File: src/logic/quad_dac_pkg.sv
// Constants and carrier types shared by the converter update control
//
// Overview of operation
// - Status bits 4..7 show channel A..D power state, 1 when powered up.
// - Current limit off: channel A over-current powers it down, power bit reads 0.
// - Status bits 0..3 flag over-current on channels A..D; read-only, reset zero.
// - Timer mode update interval is (24-bit preload + 1) times ten microseconds.
// - Clear register holds one bit per converter; a set bit asserts its clear.
// - Clear forces all four channels to the converter's clear-select value.
// - Load bits 7..0 act only in manual mode, ignored in other modes.
// - A load bit logs a request; update waits until pending data is transferred.
// - Global manual converters update together once all of them are ready.
// - A load bit clears itself when its outputs are actually updated.
// - Outside timer mode, written channel data is forwarded at once, without waiting for a request.
// - Mode field: 000 instant, 001 manual, 011 timer; other codes reserved.
// - Status mirror refreshes only on a requested read or automatic status read.
// - Each sequencer has a start bit in global control; running means busy.
package quad_dac_pkg;

	// Register byte offsets
	localparam logic [7:0] OFS_CONTROL = 8'h20;
	localparam logic [7:0] OFS_STATUS = 8'h40;
	localparam logic [7:0] OFS_PRELOAD = 8'h60;
	localparam logic [7:0] OFS_CLEAR = 8'h80;
	localparam logic [7:0] OFS_LOAD = 8'h84;
	localparam logic [7:0] OFS_GCTRL = 8'h88;
	localparam logic [7:0] OFS_GSTAT = 8'h8c;
	localparam logic [7:0] OFS_IRQ_STATUS = 8'h90;
	localparam logic [7:0] OFS_IRQ_MASK = 8'h94;

	// Control register field positions
	localparam int CTL_MODE_LSB = 0;
	localparam int CTL_GLOBAL_BIT = 3;
	localparam int CTL_CURRENT_LIMIT_ENABLE_BIT = 4;
	localparam int CTL_CLEAR_VALUE_SELECT_BIT = 5;
	localparam int CTL_ASR_BIT = 6;
	localparam int CTL_STATUS_READ_REQUEST_BIT = 7;
	localparam int CTL_WIDTH = 7;

	// Mode field encodings
	localparam logic [2:0] MODE_INSTANT = 3'h0;
	localparam logic [2:0] MODE_MANUAL = 3'h1;
	localparam logic [2:0] MODE_TIMER = 3'h3;

	// Field widths and reset values
	localparam int PRELOAD_WIDTH = 24;
	localparam int IRQ_WIDTH = 16;
	localparam int IRQ_OC_LSB = 8;
	localparam logic [23:0] PRELOAD_RESET = 24'h000000;

	// Timing
	localparam int CLK_MHZ = 25;
	localparam int TICK_US = 10;
	localparam int TICK_CYCLES = TICK_US * CLK_MHZ;

	// Per-converter configuration
	typedef struct packed {
		logic auto_status_read;
		logic clear_value_select;
		logic current_limit_enable;
		logic global_manual;
		logic [2:0] mode;
	} dac_ctrl_s;

	// Status word as reported by one converter
	typedef struct packed {
		logic thermal_alert;
		logic reference_powered;
		logic chan_d_powered;
		logic chan_c_powered;
		logic chan_b_powered;
		logic chan_a_powered;
		logic chan_d_overcurrent;
		logic chan_c_overcurrent;
		logic chan_b_overcurrent;
		logic chan_a_overcurrent;
	} conv_status_s;

	// Mirrored status with its valid flag
	typedef struct packed {
		logic status_valid;
		conv_status_s status;
	} status_mirror_s;

endpackage

File: src/logic/quad_dac_update_control.sv
// Register file and update sequencing for the quad converter board
//
// The APB slave port is this design's own decision.
`timescale 1ns/1ps
module quad_dac_update_control import quad_dac_pkg::*; #(
	parameter int NUM_DACS = 8,
	parameter int TICK_LEN = TICK_CYCLES
) (
	// Clock and reset
	input wire logic pclk,
	input wire logic presetn,
	// APB slave
	input wire logic psel,
	input wire logic penable,
	input wire logic pwrite,
	input wire logic [7:0] paddr,
	input wire logic [31:0] pwdata,
	output logic [31:0] prdata,
	output logic pready,
	output logic pslverr,
	// From the converter transfer logic
	input wire logic [NUM_DACS-1:0] data_pending,
	input wire logic [NUM_DACS-1:0] status_valid,
	input wire conv_status_s [NUM_DACS-1:0] status_data,
	// To the converter transfer logic
	output logic [NUM_DACS-1:0] xfer_enable,
	output logic [NUM_DACS-1:0] transfer_start,
	output logic [NUM_DACS-1:0] status_read_start,
	output logic [NUM_DACS-1:0] dac_update,
	output logic [NUM_DACS-1:0] dac_clear,
	output logic [NUM_DACS-1:0] clear_value_select,
	output logic [NUM_DACS-1:0] current_limit_enable,
	// Interrupt
	output logic irq
);

	dac_ctrl_s ctrl [NUM_DACS];
	status_mirror_s mirror [NUM_DACS];
	logic [PRELOAD_WIDTH-1:0] preload [NUM_DACS];
	logic [NUM_DACS-1:0] clear_bits;
	logic [NUM_DACS-1:0] load_bits;
	logic [NUM_DACS-1:0] seq_run;
	logic [NUM_DACS-1:0] read_wait;
	logic [NUM_DACS-1:0] fire;
	logic [IRQ_WIDTH-1:0] irq_status;
	logic [IRQ_WIDTH-1:0] irq_mask;
	logic [15:0] tick_count;
	logic tick;
	logic access;
	logic wr;
	logic rd;
	logic [31:0] next_rdata;
	logic next_err;
	logic [NUM_DACS-1:0] is_manual;
	logic [NUM_DACS-1:0] is_global;
	logic [NUM_DACS-1:0] ready;
	logic [NUM_DACS-1:0] next_update;
	logic [NUM_DACS-1:0] status_read_request_req;
	logic [NUM_DACS-1:0] next_read_start;
	logic [NUM_DACS-1:0] oc_event;
	logic global_fire;

	initial begin
		if (NUM_DACS < 1 || NUM_DACS > 8) begin
			$error("quad_dac_update_control: NUM_DACS must be 1..8");
		end
		if (TICK_LEN < 1 || TICK_LEN > 65535) begin
			$error("quad_dac_update_control: TICK_LEN out of range");
		end
	end

	// Converter index from the word address
	function automatic int dac_index(input logic [7:0] addr);
		return int'(addr[4:2]);
	endfunction

	// True when an address targets a per-converter register block
	function automatic logic hits(input logic [7:0] addr,
			input logic [7:0] base);
		return (addr[7:5] == base[7:5]) && (addr[1:0] == 2'h0) &&
			(dac_index(addr) < NUM_DACS);
	endfunction

	// Control word layout as seen on the bus
	function automatic logic [31:0] ctrl_word(input dac_ctrl_s c);
		logic [31:0] w;
		w = '0;
		w[CTL_MODE_LSB +: 3] = c.mode;
		w[CTL_GLOBAL_BIT] = c.global_manual;
		w[CTL_CURRENT_LIMIT_ENABLE_BIT] = c.current_limit_enable;
		w[CTL_CLEAR_VALUE_SELECT_BIT] = c.clear_value_select;
		w[CTL_ASR_BIT] = c.auto_status_read;
		return w;
	endfunction

	// Access strobes: reads decode before pready, writes land with it
	assign access = psel && penable && !pready;
	assign wr = psel && penable && pready && pwrite && !next_err;
	assign rd = access && !pwrite && !next_err;

	// Read mux and address decode
	always_comb begin
		next_rdata = '0;
		next_err = 1'b0;
		if (hits(paddr, OFS_CONTROL)) begin
			next_rdata = ctrl_word(ctrl[dac_index(paddr)]);
		end else if (hits(paddr, OFS_STATUS)) begin
			next_rdata[10:0] = mirror[dac_index(paddr)];
		end else if (hits(paddr, OFS_PRELOAD)) begin
			next_rdata[PRELOAD_WIDTH-1:0] = preload[dac_index(paddr)];
		end else begin
			case (paddr)
				OFS_CLEAR: next_rdata[NUM_DACS-1:0] = clear_bits;
				OFS_LOAD: next_rdata[NUM_DACS-1:0] = load_bits;
				OFS_GCTRL: next_rdata[NUM_DACS-1:0] = seq_run;
				OFS_GSTAT: next_rdata[NUM_DACS-1:0] =
					seq_run | load_bits | data_pending;
				OFS_IRQ_STATUS: next_rdata[IRQ_WIDTH-1:0] = irq_status;
				OFS_IRQ_MASK: next_rdata[IRQ_WIDTH-1:0] = irq_mask;
				default: next_err = 1'b1;
			endcase
		end
	end

	// APB answer one cycle into the access phase
	always_ff @(posedge pclk or negedge presetn) begin
		if (!presetn) begin
			pready <= 1'b0;
			pslverr <= 1'b0;
			prdata <= '0;
		end else if (access) begin
			pready <= 1'b1;
			pslverr <= next_err;
			prdata <= pwrite ? 32'h00000000 : next_rdata;
		end else begin
			pready <= 1'b0;
			pslverr <= 1'b0;
		end
	end

	// Ten microsecond time base
	always_ff @(posedge pclk or negedge presetn) begin
		if (!presetn) begin
			tick_count <= '0;
			tick <= 1'b0;
		end else if (tick_count == 16'(TICK_LEN - 1)) begin
			tick_count <= '0;
			tick <= 1'b1;
		end else begin
			tick_count <= tick_count + 16'h0001;
			tick <= 1'b0;
		end
	end

	// Per-converter control and preload registers
	always_ff @(posedge pclk or negedge presetn) begin
		if (!presetn) begin
			for (int i = 0; i < NUM_DACS; i++) begin
				ctrl[i] <= '0;
				preload[i] <= PRELOAD_RESET;
			end
		end else if (wr) begin
			if (hits(paddr, OFS_CONTROL)) begin
				ctrl[dac_index(paddr)] <= '{
					auto_status_read: pwdata[CTL_ASR_BIT],
					clear_value_select: pwdata[CTL_CLEAR_VALUE_SELECT_BIT],
					current_limit_enable: pwdata[CTL_CURRENT_LIMIT_ENABLE_BIT],
					global_manual: pwdata[CTL_GLOBAL_BIT],
					mode: pwdata[CTL_MODE_LSB +: 3]};
			end
			if (hits(paddr, OFS_PRELOAD)) begin
				preload[dac_index(paddr)] <=
					pwdata[PRELOAD_WIDTH-1:0];
			end
		end
	end

	// Clear and sequencer start bits
	always_ff @(posedge pclk or negedge presetn) begin
		if (!presetn) begin
			clear_bits <= '0;
			seq_run <= '0;
		end else if (wr) begin
			if (paddr == OFS_CLEAR) begin
				clear_bits <= pwdata[NUM_DACS-1:0];
			end
			if (paddr == OFS_GCTRL) begin
				seq_run <= pwdata[NUM_DACS-1:0];
			end
		end
	end

	// Mode decode and readiness of logged requests
	always_comb begin
		for (int i = 0; i < NUM_DACS; i++) begin
			is_manual[i] = (ctrl[i].mode == MODE_MANUAL);
			is_global[i] = is_manual[i] && ctrl[i].global_manual;
			ready[i] = load_bits[i] && !data_pending[i];
		end
	end

	// All global manual converters ready at once
	assign global_fire = (|(is_global & load_bits)) &&
		((is_global & ready) == is_global);

	// Which converters update this cycle
	always_comb begin
		for (int i = 0; i < NUM_DACS; i++) begin
			if (is_global[i]) begin
				next_update[i] = global_fire;
			end else if (is_manual[i]) begin
				next_update[i] = ready[i];
			end else if (ctrl[i].mode == MODE_TIMER) begin
				next_update[i] = fire[i] && seq_run[i];
			end else begin
				next_update[i] = 1'b0;
			end
		end
	end

	// Load bits: set by software in manual mode, cleared on update
	always_ff @(posedge pclk or negedge presetn) begin
		if (!presetn) begin
			load_bits <= '0;
		end else begin
			for (int i = 0; i < NUM_DACS; i++) begin
				if (wr && paddr == OFS_LOAD && pwdata[i] && is_manual[i]) begin
					load_bits[i] <= 1'b1;
				end else if (next_update[i] || !is_manual[i]) begin
					load_bits[i] <= 1'b0;
				end
			end
		end
	end

	// Sequencer timers, one per converter
	for (genvar g = 0; g < NUM_DACS; g++) begin : gen_timer
		seq_timer #(
			.WIDTH(PRELOAD_WIDTH)
		) u_timer (
			.pclk(pclk),
			.presetn(presetn),
			.tick(tick),
			.run(seq_run[g] && ctrl[g].mode == MODE_TIMER),
			.preload(preload[g]),
			.fire(fire[g])
		);
	end

	// Converter-side strobes and levels
	always_ff @(posedge pclk or negedge presetn) begin
		if (!presetn) begin
			dac_update <= '0;
			transfer_start <= '0;
			xfer_enable <= '0;
			dac_clear <= '0;
			clear_value_select <= '0;
			current_limit_enable <= '0;
		end else begin
			dac_update <= next_update;
			for (int i = 0; i < NUM_DACS; i++) begin
				transfer_start[i] <= next_update[i] &&
					ctrl[i].mode == MODE_TIMER;
				xfer_enable[i] <= ctrl[i].mode != MODE_TIMER;
				clear_value_select[i] <= ctrl[i].clear_value_select;
				current_limit_enable[i] <= ctrl[i].current_limit_enable;
			end
			dac_clear <= clear_bits;
		end
	end

	// Status read requests: by software or automatic on each tick
	always_comb begin
		for (int i = 0; i < NUM_DACS; i++) begin
			status_read_request_req[i] = wr && hits(paddr, OFS_CONTROL) &&
				dac_index(paddr) == i && pwdata[CTL_STATUS_READ_REQUEST_BIT];
			next_read_start[i] = !read_wait[i] && (status_read_request_req[i] ||
				(ctrl[i].auto_status_read && tick));
		end
	end

	// Outstanding status reads
	always_ff @(posedge pclk or negedge presetn) begin
		if (!presetn) begin
			read_wait <= '0;
			status_read_start <= '0;
		end else begin
			status_read_start <= next_read_start;
			for (int i = 0; i < NUM_DACS; i++) begin
				if (next_read_start[i]) begin
					read_wait[i] <= 1'b1;
				end else if (status_valid[i]) begin
					read_wait[i] <= 1'b0;
				end
			end
		end
	end

	// Status mirror: refreshed only by a requested or automatic status read
	always_ff @(posedge pclk or negedge presetn) begin
		if (!presetn) begin
			for (int i = 0; i < NUM_DACS; i++) begin
				mirror[i] <= '0;
			end
		end else begin
			for (int i = 0; i < NUM_DACS; i++) begin
				if (status_valid[i] && read_wait[i]) begin
					mirror[i].status_valid <= 1'b1;
					mirror[i].status <= status_data[i];
					if (status_data[i].chan_a_overcurrent &&
							!ctrl[i].current_limit_enable) begin
						mirror[i].status.chan_a_powered <= 1'b0;
					end
				end else if (status_read_request_req[i] && (ctrl[i].mode ==
						MODE_INSTANT || is_manual[i])) begin
					mirror[i].status_valid <= 1'b0;
				end
			end
		end
	end

	// Over-current events from a fresh status read
	always_comb begin
		for (int i = 0; i < NUM_DACS; i++) begin
			oc_event[i] = status_valid[i] && read_wait[i] &&
				(status_data[i][3:0] != 4'h0);
		end
	end

	// Interrupt status, mask and output; a new event beats a read clear
	always_ff @(posedge pclk or negedge presetn) begin
		if (!presetn) begin
			irq_status <= '0;
			irq_mask <= '0;
			irq <= 1'b0;
		end else begin
			for (int i = 0; i < IRQ_WIDTH; i++) begin
				if (i < NUM_DACS && dac_update[i]) begin
					irq_status[i] <= 1'b1;
				end else if (i >= IRQ_OC_LSB && i - IRQ_OC_LSB < NUM_DACS &&
						oc_event[(i - IRQ_OC_LSB) % NUM_DACS]) begin
					irq_status[i] <= 1'b1;
				end else if (rd && paddr == OFS_IRQ_STATUS) begin
					irq_status[i] <= 1'b0;
				end
			end
			if (wr && paddr == OFS_IRQ_MASK) begin
				irq_mask <= pwdata[IRQ_WIDTH-1:0];
			end
			irq <= |(irq_status & irq_mask);
		end
	end

endmodule

File: src/logic/seq_timer.sv
// Timer-mode sequencer timer for one converter
`timescale 1ns/1ps
module seq_timer import quad_dac_pkg::*; #(
	parameter int WIDTH = PRELOAD_WIDTH
) (
	// Clock and reset
	input wire logic pclk,
	input wire logic presetn,
	// Control
	input wire logic tick,
	input wire logic run,
	input wire logic [WIDTH-1:0] preload,
	// Update trigger
	output logic fire
);

	logic [WIDTH-1:0] count;

	initial begin
		if (WIDTH < 1 || WIDTH > 32) begin
			$error("seq_timer: WIDTH out of range");
		end
	end

	// Count ticks down from preload; fire on every (preload + 1)th tick
	always_ff @(posedge pclk or negedge presetn) begin
		if (!presetn) begin
			count <= '0;
			fire <= 1'b0;
		end else if (!run) begin
			count <= preload;
			fire <= 1'b0;
		end else if (tick) begin
			if (count == '0) begin
				count <= preload;
				fire <= 1'b1;
			end else begin
				count <= count - 1'b1;
				fire <= 1'b0;
			end
		end else begin
			fire <= 1'b0;
		end
	end

endmodule

File: config.mk
export PLATFORM = sky130hd
export DESIGN_NAME = quad_dac_update_control
export DESIGN_NICKNAME = d
export VERILOG_FILES = /design/src/logic/quad_dac_pkg.sv /design/src/logic/quad_dac_update_control.sv /design/src/logic/seq_timer.sv
export SDC_FILE = /design/constraint.sdc
export NUM_CORES = 1
export LEC_CHECK = 0
export ABC_AREA = 1
export ABC_CLOCK_PERIOD_IN_PS = 2800
export BUFFER_PORTS_ARGS = -buffer_cell sky130_fd_sc_hd__buf_2
export CAP_MARGIN = 5
export CORE_UTILIZATION = 50
export DETAILED_ROUTE_END_ITERATION = 10
export GPL_TIMING_DRIVEN = 1
export PLACE_DENSITY = 0.64
export SYNTH_ARGS = -nofsm -noshare
export SYNTH_HDL_FRONTEND = slang
export SYNTH_SLANG_ARGS = --single-unit
export TNS_END_PERCENT = 5
File: constraint.sdc
create_clock -name pclk -period 2.8 [get_ports pclk]
set_input_delay 0.56 -clock pclk [delete_from_list [all_inputs] [get_ports pclk]]
set_output_delay 0.56 -clock pclk [all_outputs]
set_load 0.02 [all_outputs]
==> flow_summary.yaml, run 1 <==
placed_design:
  numPortBuffers: 215
  gp_congestion: 0.989
  hpwl_um: 87600
  dp_cells: 5690
  placed_area_um2: 38400
timing:
  hold_violations: 0
  rsz0062_at_grt: "no"
  fin_skew_ns: 0.0271
  drv_slew: 0
  period_share: 0.886
  max_freq_mhz: 403
  finalSetupViolCount: 0
  setup_tns_ns: 0
  worst_slew_pin_slew_ns: 0.980
  fin_crit_ns: 2.48
  relSlewSlack: 0.346
logic_synthesis:
  syn_area_um2: 35500
  synth_cell_types: 50
  netlist.area_leader.share: 0.494
  synth_adder_area_share: 0.00635
  synth_ff_type: "dfrtp_1"
  async_flop_share: 1.00
  synth-simple-area-share: 0.236
  syn_inst: 4582
  avgSynthCellArea_um2: 7.74
  synth-xor-area-share: 0.0287
  ys_ff_latch: 700
  synth_edf_count: 0
  yosys.area.top_type: "dfrtp_1"
  synth-compound-area-share: 0.160
  yosysSeqAreaShare: 0.494
  synth_warnings: 0
  synth.area.mux_share: 0
  synth_top_family_by_area: "simple AND/OR/NAND/NOR gates"
  netlist_top_cells_area: "dfrtp_1 (49%), nand2_1 (12%), o21ai_0 (6.5%)"
cts:
  cts_made_buffers: 78
  cts.sinks: 700
  post_cts_buffers: 0
  cts_root_buf: "clkbuf_16"
  clk_latency_ns: 0.65
  cts_buffer_depth: 3
  h-tree-depth: 3
  cts_tree: "done"
  clkTransAtPathRegs_ns: 0.06
  cts_resized: 0
  postCtsHoldBufs: 1
routing:
  wl_um: 121000
  drtAntennaViolNets: 0
  firstDrtPassIters: 7
  viasPerCell: 5.62
  num_vias: 32800
  wire_per_inst_um: 20.8
  dr.first_iter.drc_count: 3574
  drc: 0
global_routing:
  grt_max_degree: 116
  grt_pass1_wl_um: 184000
  antenna_found_initial: 6
  grt_util_all_layers: 0.339
  grt_overflow_total: 0
  grt_pass1_vias: 30600
status:
  status: "finished clean"
run:
  cap_violations: 0
critical_path:
  cpMostUsedCell: "inv_1"
  path_class: "register to register"
  critical_path.max_fanout: 21
  slowest_stage: "inv_1"
  r2r_start: "ctrl[43]"
  worstSetupStartpointType: "register"
  cp_cell_sequence: "inv_1, nor3_1, inv_1, nor2_1, nand2_1, inv_1, buf_4, a21oi_1, o21ai_0, o21ai_0"
  cp-startpoint: "ctrl[43]"
  required_ns: 3.31
  end_kind: "register"
  worstPathArrival_ns: 2.99
  cp_slowest_stage_delay_ns: 0.51
floorplan:
  die_h_um: 268
  coreArea_um2: 70100
  die_area_um2: 72000
  start_util: 0.506
  rows: 97
  die_w_um: 268
  pin_count: 232
layout:
  fin_area_um2: 41200
  drive_gt1_frac: 0.117
  mostFrequentLayoutCells: "nand2_1 (1,157), dfrtp_1 (700), nor2_1 (472)"
  syn2layout_area_growth_pct: 16.1
  final_common_cell: "nand2_1"
  nets: 4990
  fin_cells: 5835
worst_hold_path:
  holdCritStartpoint: "status_data[28]"
  worstHoldPathType: "primary input to register"
power_and_ir_drop:
  switchingPower_uw: 5410
  leakage_uw: 0.0211
  p_int_uw: 17100
  pwr-share-comb: 0.058
  netSwitchingFraction: 0.240
  peakVddDrop_v: 0.000456
  pwr-share-seq: 0.459
  clockPowerShare: 0.483
  power_density_nw_per_um2: 547
## cells in the mapped netlist (30+ instances only)
master       n
nand2_1   1160
dfrtp_1    700
nor2_1     477
o21ai_0    461
inv_1      457
nand3_1    179
clkbuf_1   168
o21ai_1    160
a21oi_1    149
o22ai_1    124
xor2_1      86
nor3_1      75
nand4_1     61
o211ai_1    51
or2_2       48
xnor2_1     30
## per-layer routing
metal,vias up,track usage,share of wire
met3,261,0.0533,0.083
met1,15700,0.476,0.42
met2,1352,0.526,0.45
met4,4,0.137,0.042
li1,15500,-,-
met5,-,0,0.00011
## registers in the layout (all words and copies together), names as in the netlist, 16 cells and up
name and flops:
mirror 88, preload 192, irq_status 16, prdata 24, tick_count 16, ctrl 56, gen_timer.u_timer.count 192, irq_mask 16
## path summary, 6_finish.rpt
kind	endpoint	slack [ns]	depth (start not counted)
worst max register to register	gen_timer[1].u_timer.count[9]	0.32	10
worst min register to register	clear_value_select[5]	0.41	0
min in group asynchronous	gen_timer[2].u_timer.count[21]	0.38	2
max in group asynchronous	mirror[5]	1.46	3
worst min-delay path	mirror[63]	0.11	3
worst max-delay path	gen_timer[1].u_timer.count[9]	0.32	10
## worst max-delay path: cells and delay by family (launching register included)
kind	cells	cell delay, ns
buffers and inverters	4	0.98
flip-flops	1	0.39
AND/OR/NAND/NOR	3	0.73
AO/OA/AOI/OAI	3	0.23
## power by group through the flow
stage	sequential, µW	combinational (µW)	clock, µW
after floorplan	10500	496	0
after global placement	10500	1280	0
after detailed placement	10500	1280	0
after CTS	10300	1290	11000
after global routing	10300	1410	11400
final	10300	1300	10900
## stage by stage
stage	util	setup WS (ns)	power [µW]	hold slack [ns]
after detailed placement	0.548	0.177	11800	0.390
after global routing	0.587	0.115	23100	0.104
final	0.587	0.319	22500	0.105
after floorplan	-	0.525	11000	0.264
after CTS	0.587	0.369	22600	0.0787
after global placement	0.548	0.235	11800	0.398
## kinds of logic after synthesis
group | count (synthesis)
xor+xnor | 116
fa+ha+maj | 18
buf+inv | 680
flops | 700
compound gates | 1028
other cells | 1
simple gates | 2039
## area by class of cell
class | count | area (µm²)
fill | 6580 | 29000
sequential | 700 | 17500
multi-input combinational | 3209 | 15300
timing repair buffer | 373 | 2630
clock buffer | 117 | 2340
inverter | 469 | 1760
tap | 940 | 1180
clock inverter | 25 | 380
antenna | 2 | 5.00
(Power assumes the default switching activity.)
==> run 2: changes to the inputs <==
- ABC_AREA: 1 -> default
- REMOVE_ABC_BUFFERS: default -> 1
==> run 2 against run 1 <==
  * Non-clock buffer count increased by 40
  * Worst hold slack improved by 0.0078 ns
  * Design area is 1.2% lower
  * Largest power group is now registers
==> flow_summary.yaml, run 2 <==
floorplan:
  die_area_um2: 70900
  start_util: 0.508
  pin_count: 232
  rows: 96
  die_w_um: 266
  coreArea_um2: 68800
  die_h_um: 266
power_and_ir_drop:
  leakage_uw: 0.0196
  power_density_nw_per_um2: 530
  peakVddDrop_v: 0.000553
  netSwitchingFraction: 0.236
  pwr-share-comb: 0.051
  p_int_uw: 16400
  pwr-share-seq: 0.474
  switchingPower_uw: 5080
  clockPowerShare: 0.476
global_routing:
  antenna_found_initial: 9
  grt_pass1_vias: 28300
  grt_overflow_total: 0
  grt_util_all_layers: 0.343
  grt_max_degree: 104
  grt_pass1_wl_um: 181000
critical_path:
  required_ns: 3.33
  r2r_slack_ns: 0.14
  end_kind: "register"
  worstPathArrival_ns: 3.19
  worstSetupStartpointType: "register"
  reg2reg_depth: 6
  path_class: "register to register"
  critical_path.max_fanout: 17
  worst_r2r_endpoint: "gen_timer[7].u_timer.count[21]"
  r2r_start: "gen_timer[7].u_timer.count[19]"
logic_synthesis:
  yosysSeqAreaShare: 0.501
  synth-compound-area-share: 0.141
  synth_top_family_by_area: "multiplexers"
  netlist.area_leader.share: 0.501
  netlist_top_cells_area: "dfrtp_1 (50%), mux2_2 (11%), mux4_2 (4.4%)"
  syn_area_um2: 34900
  synth_warnings: 0
  avgSynthCellArea_um2: 10.7
  synth-simple-area-share: 0.142
  yosys.area.top_type: "dfrtp_1"
  syn_inst: 3263
  synth_cell_types: 86
  synth.area.mux_share: 0.173
  yosysMostFrequentCell: "dfrtp_1"
  synth-xor-area-share: 0.00351
  async_flop_share: 1.00
  synth_edf_count: 0
  synth_adder_area_share: 0.00645
  synth_ff_type: "dfrtp_1"
  ys_ff_latch: 700
  synthTopCellsByCount: "dfrtp_1 (700), mux2_2 (356), nand2_1 (265)"
layout:
  mostFrequentLayoutCells: "dfrtp_1 (699), mux2_2 (356), nand2_1 (265)"
  final_common_cell: "dfrtp_1"
  fin_cells: 4547
  nets: 3713
  drive_gt1_frac: 0.275
  syn2layout_area_growth_pct: 16.4
  reg_top3: "gen_timer.u_timer.count (192), preload (192), mirror (88)"
timing:
  whs_ns: 0.113
  finalSetupViolCount: 0
  hold_violations: 0
  fin_skew_ns: 0.0317
  max_freq_mhz: 376
  fin_crit_ns: 2.66
  relSlewSlack: 0.307
  period_share: 0.950
  worst_slew_pin_slew_ns: 1.04
  rsz0062_at_grt: "no"
  drv_slew: 0
  setup_slack_ns: 0.141
placed_design:
  dp_cells: 4404
  hpwl_um: 88600
  gp_congestion: 0.967
  pre_cts_slack_ns: 0.0300
  numPortBuffers: 215
worst_hold_path:
  holdPathEnd: "read_wait[4]"
  worstHoldPathType: "primary input to register"
  holdCritStartpoint: "status_valid[4]"
  holdPathStages: 2
routing:
  firstDrtPassIters: 8
  wl_um: 121000
  num_vias: 29200
  viasPerCell: 6.43
  drc: 0
  dr.first_iter.drc_count: 3054
  drtAntennaViolNets: 0
  wire_per_inst_um: 26.7
cts:
  cts_made_buffers: 78
  cts_buffer_depth: 3
  cts.sinks: 700
  cts_tree: "done"
  cts_root_buf: "clkbuf_16"
  clkTransAtPathRegs_ns: 0.06
  clk_latency_ns: 0.64
  h-tree-depth: 3
run:
  cap_violations: 0
status:
  status: "finished clean"
[run 2: per-layer routing]
layer	track usage	vias up	part of all wire
li1	-	12800	-
met1	0.482	14900	0.42
met2	0.529	1300	0.46
met3	0.0530	258	0.075
met4	0.144	6	0.044
met5	0	-	0.00034
[run 2: area by class of cell]
class                   instances  area [µm²]
clock inverters                21         239
fillers                      5858       28200
repair buffers                413        2820
inverters                      76         285
multi-input cells            2285       16300
flip-flops and latches        700       17500
diodes                          4        10.0
clock buffers                 117        2270
well taps                     931        1160
[run 2: metrics by stage]
step                area [µm²]   util  total power, µW  TNS [ns]
floorplan                34100      -            10700    -17.59
finish                   40700  0.591            21500         0
global placement         38100  0.554            11400         0
CTS                      40600  0.590            21700         0
global route             40700  0.591            22100         0
detailed placement       38100  0.554            11500         0
[run 2: power by group through the flow]
stage                     Clock [µW]  Combinational [µW]  Sequential (µW)
after floorplan                    0                 303            10400
after global placement             0                1070            10400
after detailed placement           0                1090            10400
after CTS                      10400                1090            10200
after global routing           10800                1180            10200
final                          10200                1090            10200
[run 2: worst max path at each step]
stage                                               from                        endpoint  slack (ns)  depth (start not counted)
final                     gen_timer[7].u_timer.count[19]  gen_timer[7].u_timer.count[21]        0.14                          6
after global routing      gen_timer[7].u_timer.count[19]  gen_timer[7].u_timer.count[16]        0.06                          7
after CTS                 gen_timer[6].u_timer.count[18]  gen_timer[6].u_timer.count[15]        0.03                          7
after detailed placement  gen_timer[6].u_timer.count[18]  gen_timer[6].u_timer.count[15]        0.03                          7
after global placement                          paddr[2]                       prdata[2]       0.005                          7
after floorplan                                     tick  gen_timer[2].u_timer.count[23]       -0.58                          6
[run 2: timing repair]
action,4_1_cts,5_1_grt
setup endpoints to repair,0,20
hold buffers,1,0
setup buffers,0,0
hold endpoints to repair,26,0
resized for setup,0,3
[run 2: cells by family after synthesis]
kind of cell             after synthesis
AND/OR/NAND/NOR                      994
AO/OA/AOI/OAI                        778
flip-flops                           700
multiplexers                         473
buffers and inverters                285
adder cells (fa/ha/maj)               18
XOR/XNOR                              14
other                                  1
[run 2: critical path, stage by stage, from the launching register on]
cell and delay, ns:
dfrtp_1 0.38, or3_1 0.41, or4_1 0.57, o41a_1 0.57
buf_4 0.24, a31o_1 0.21, a22oi_1 0.17
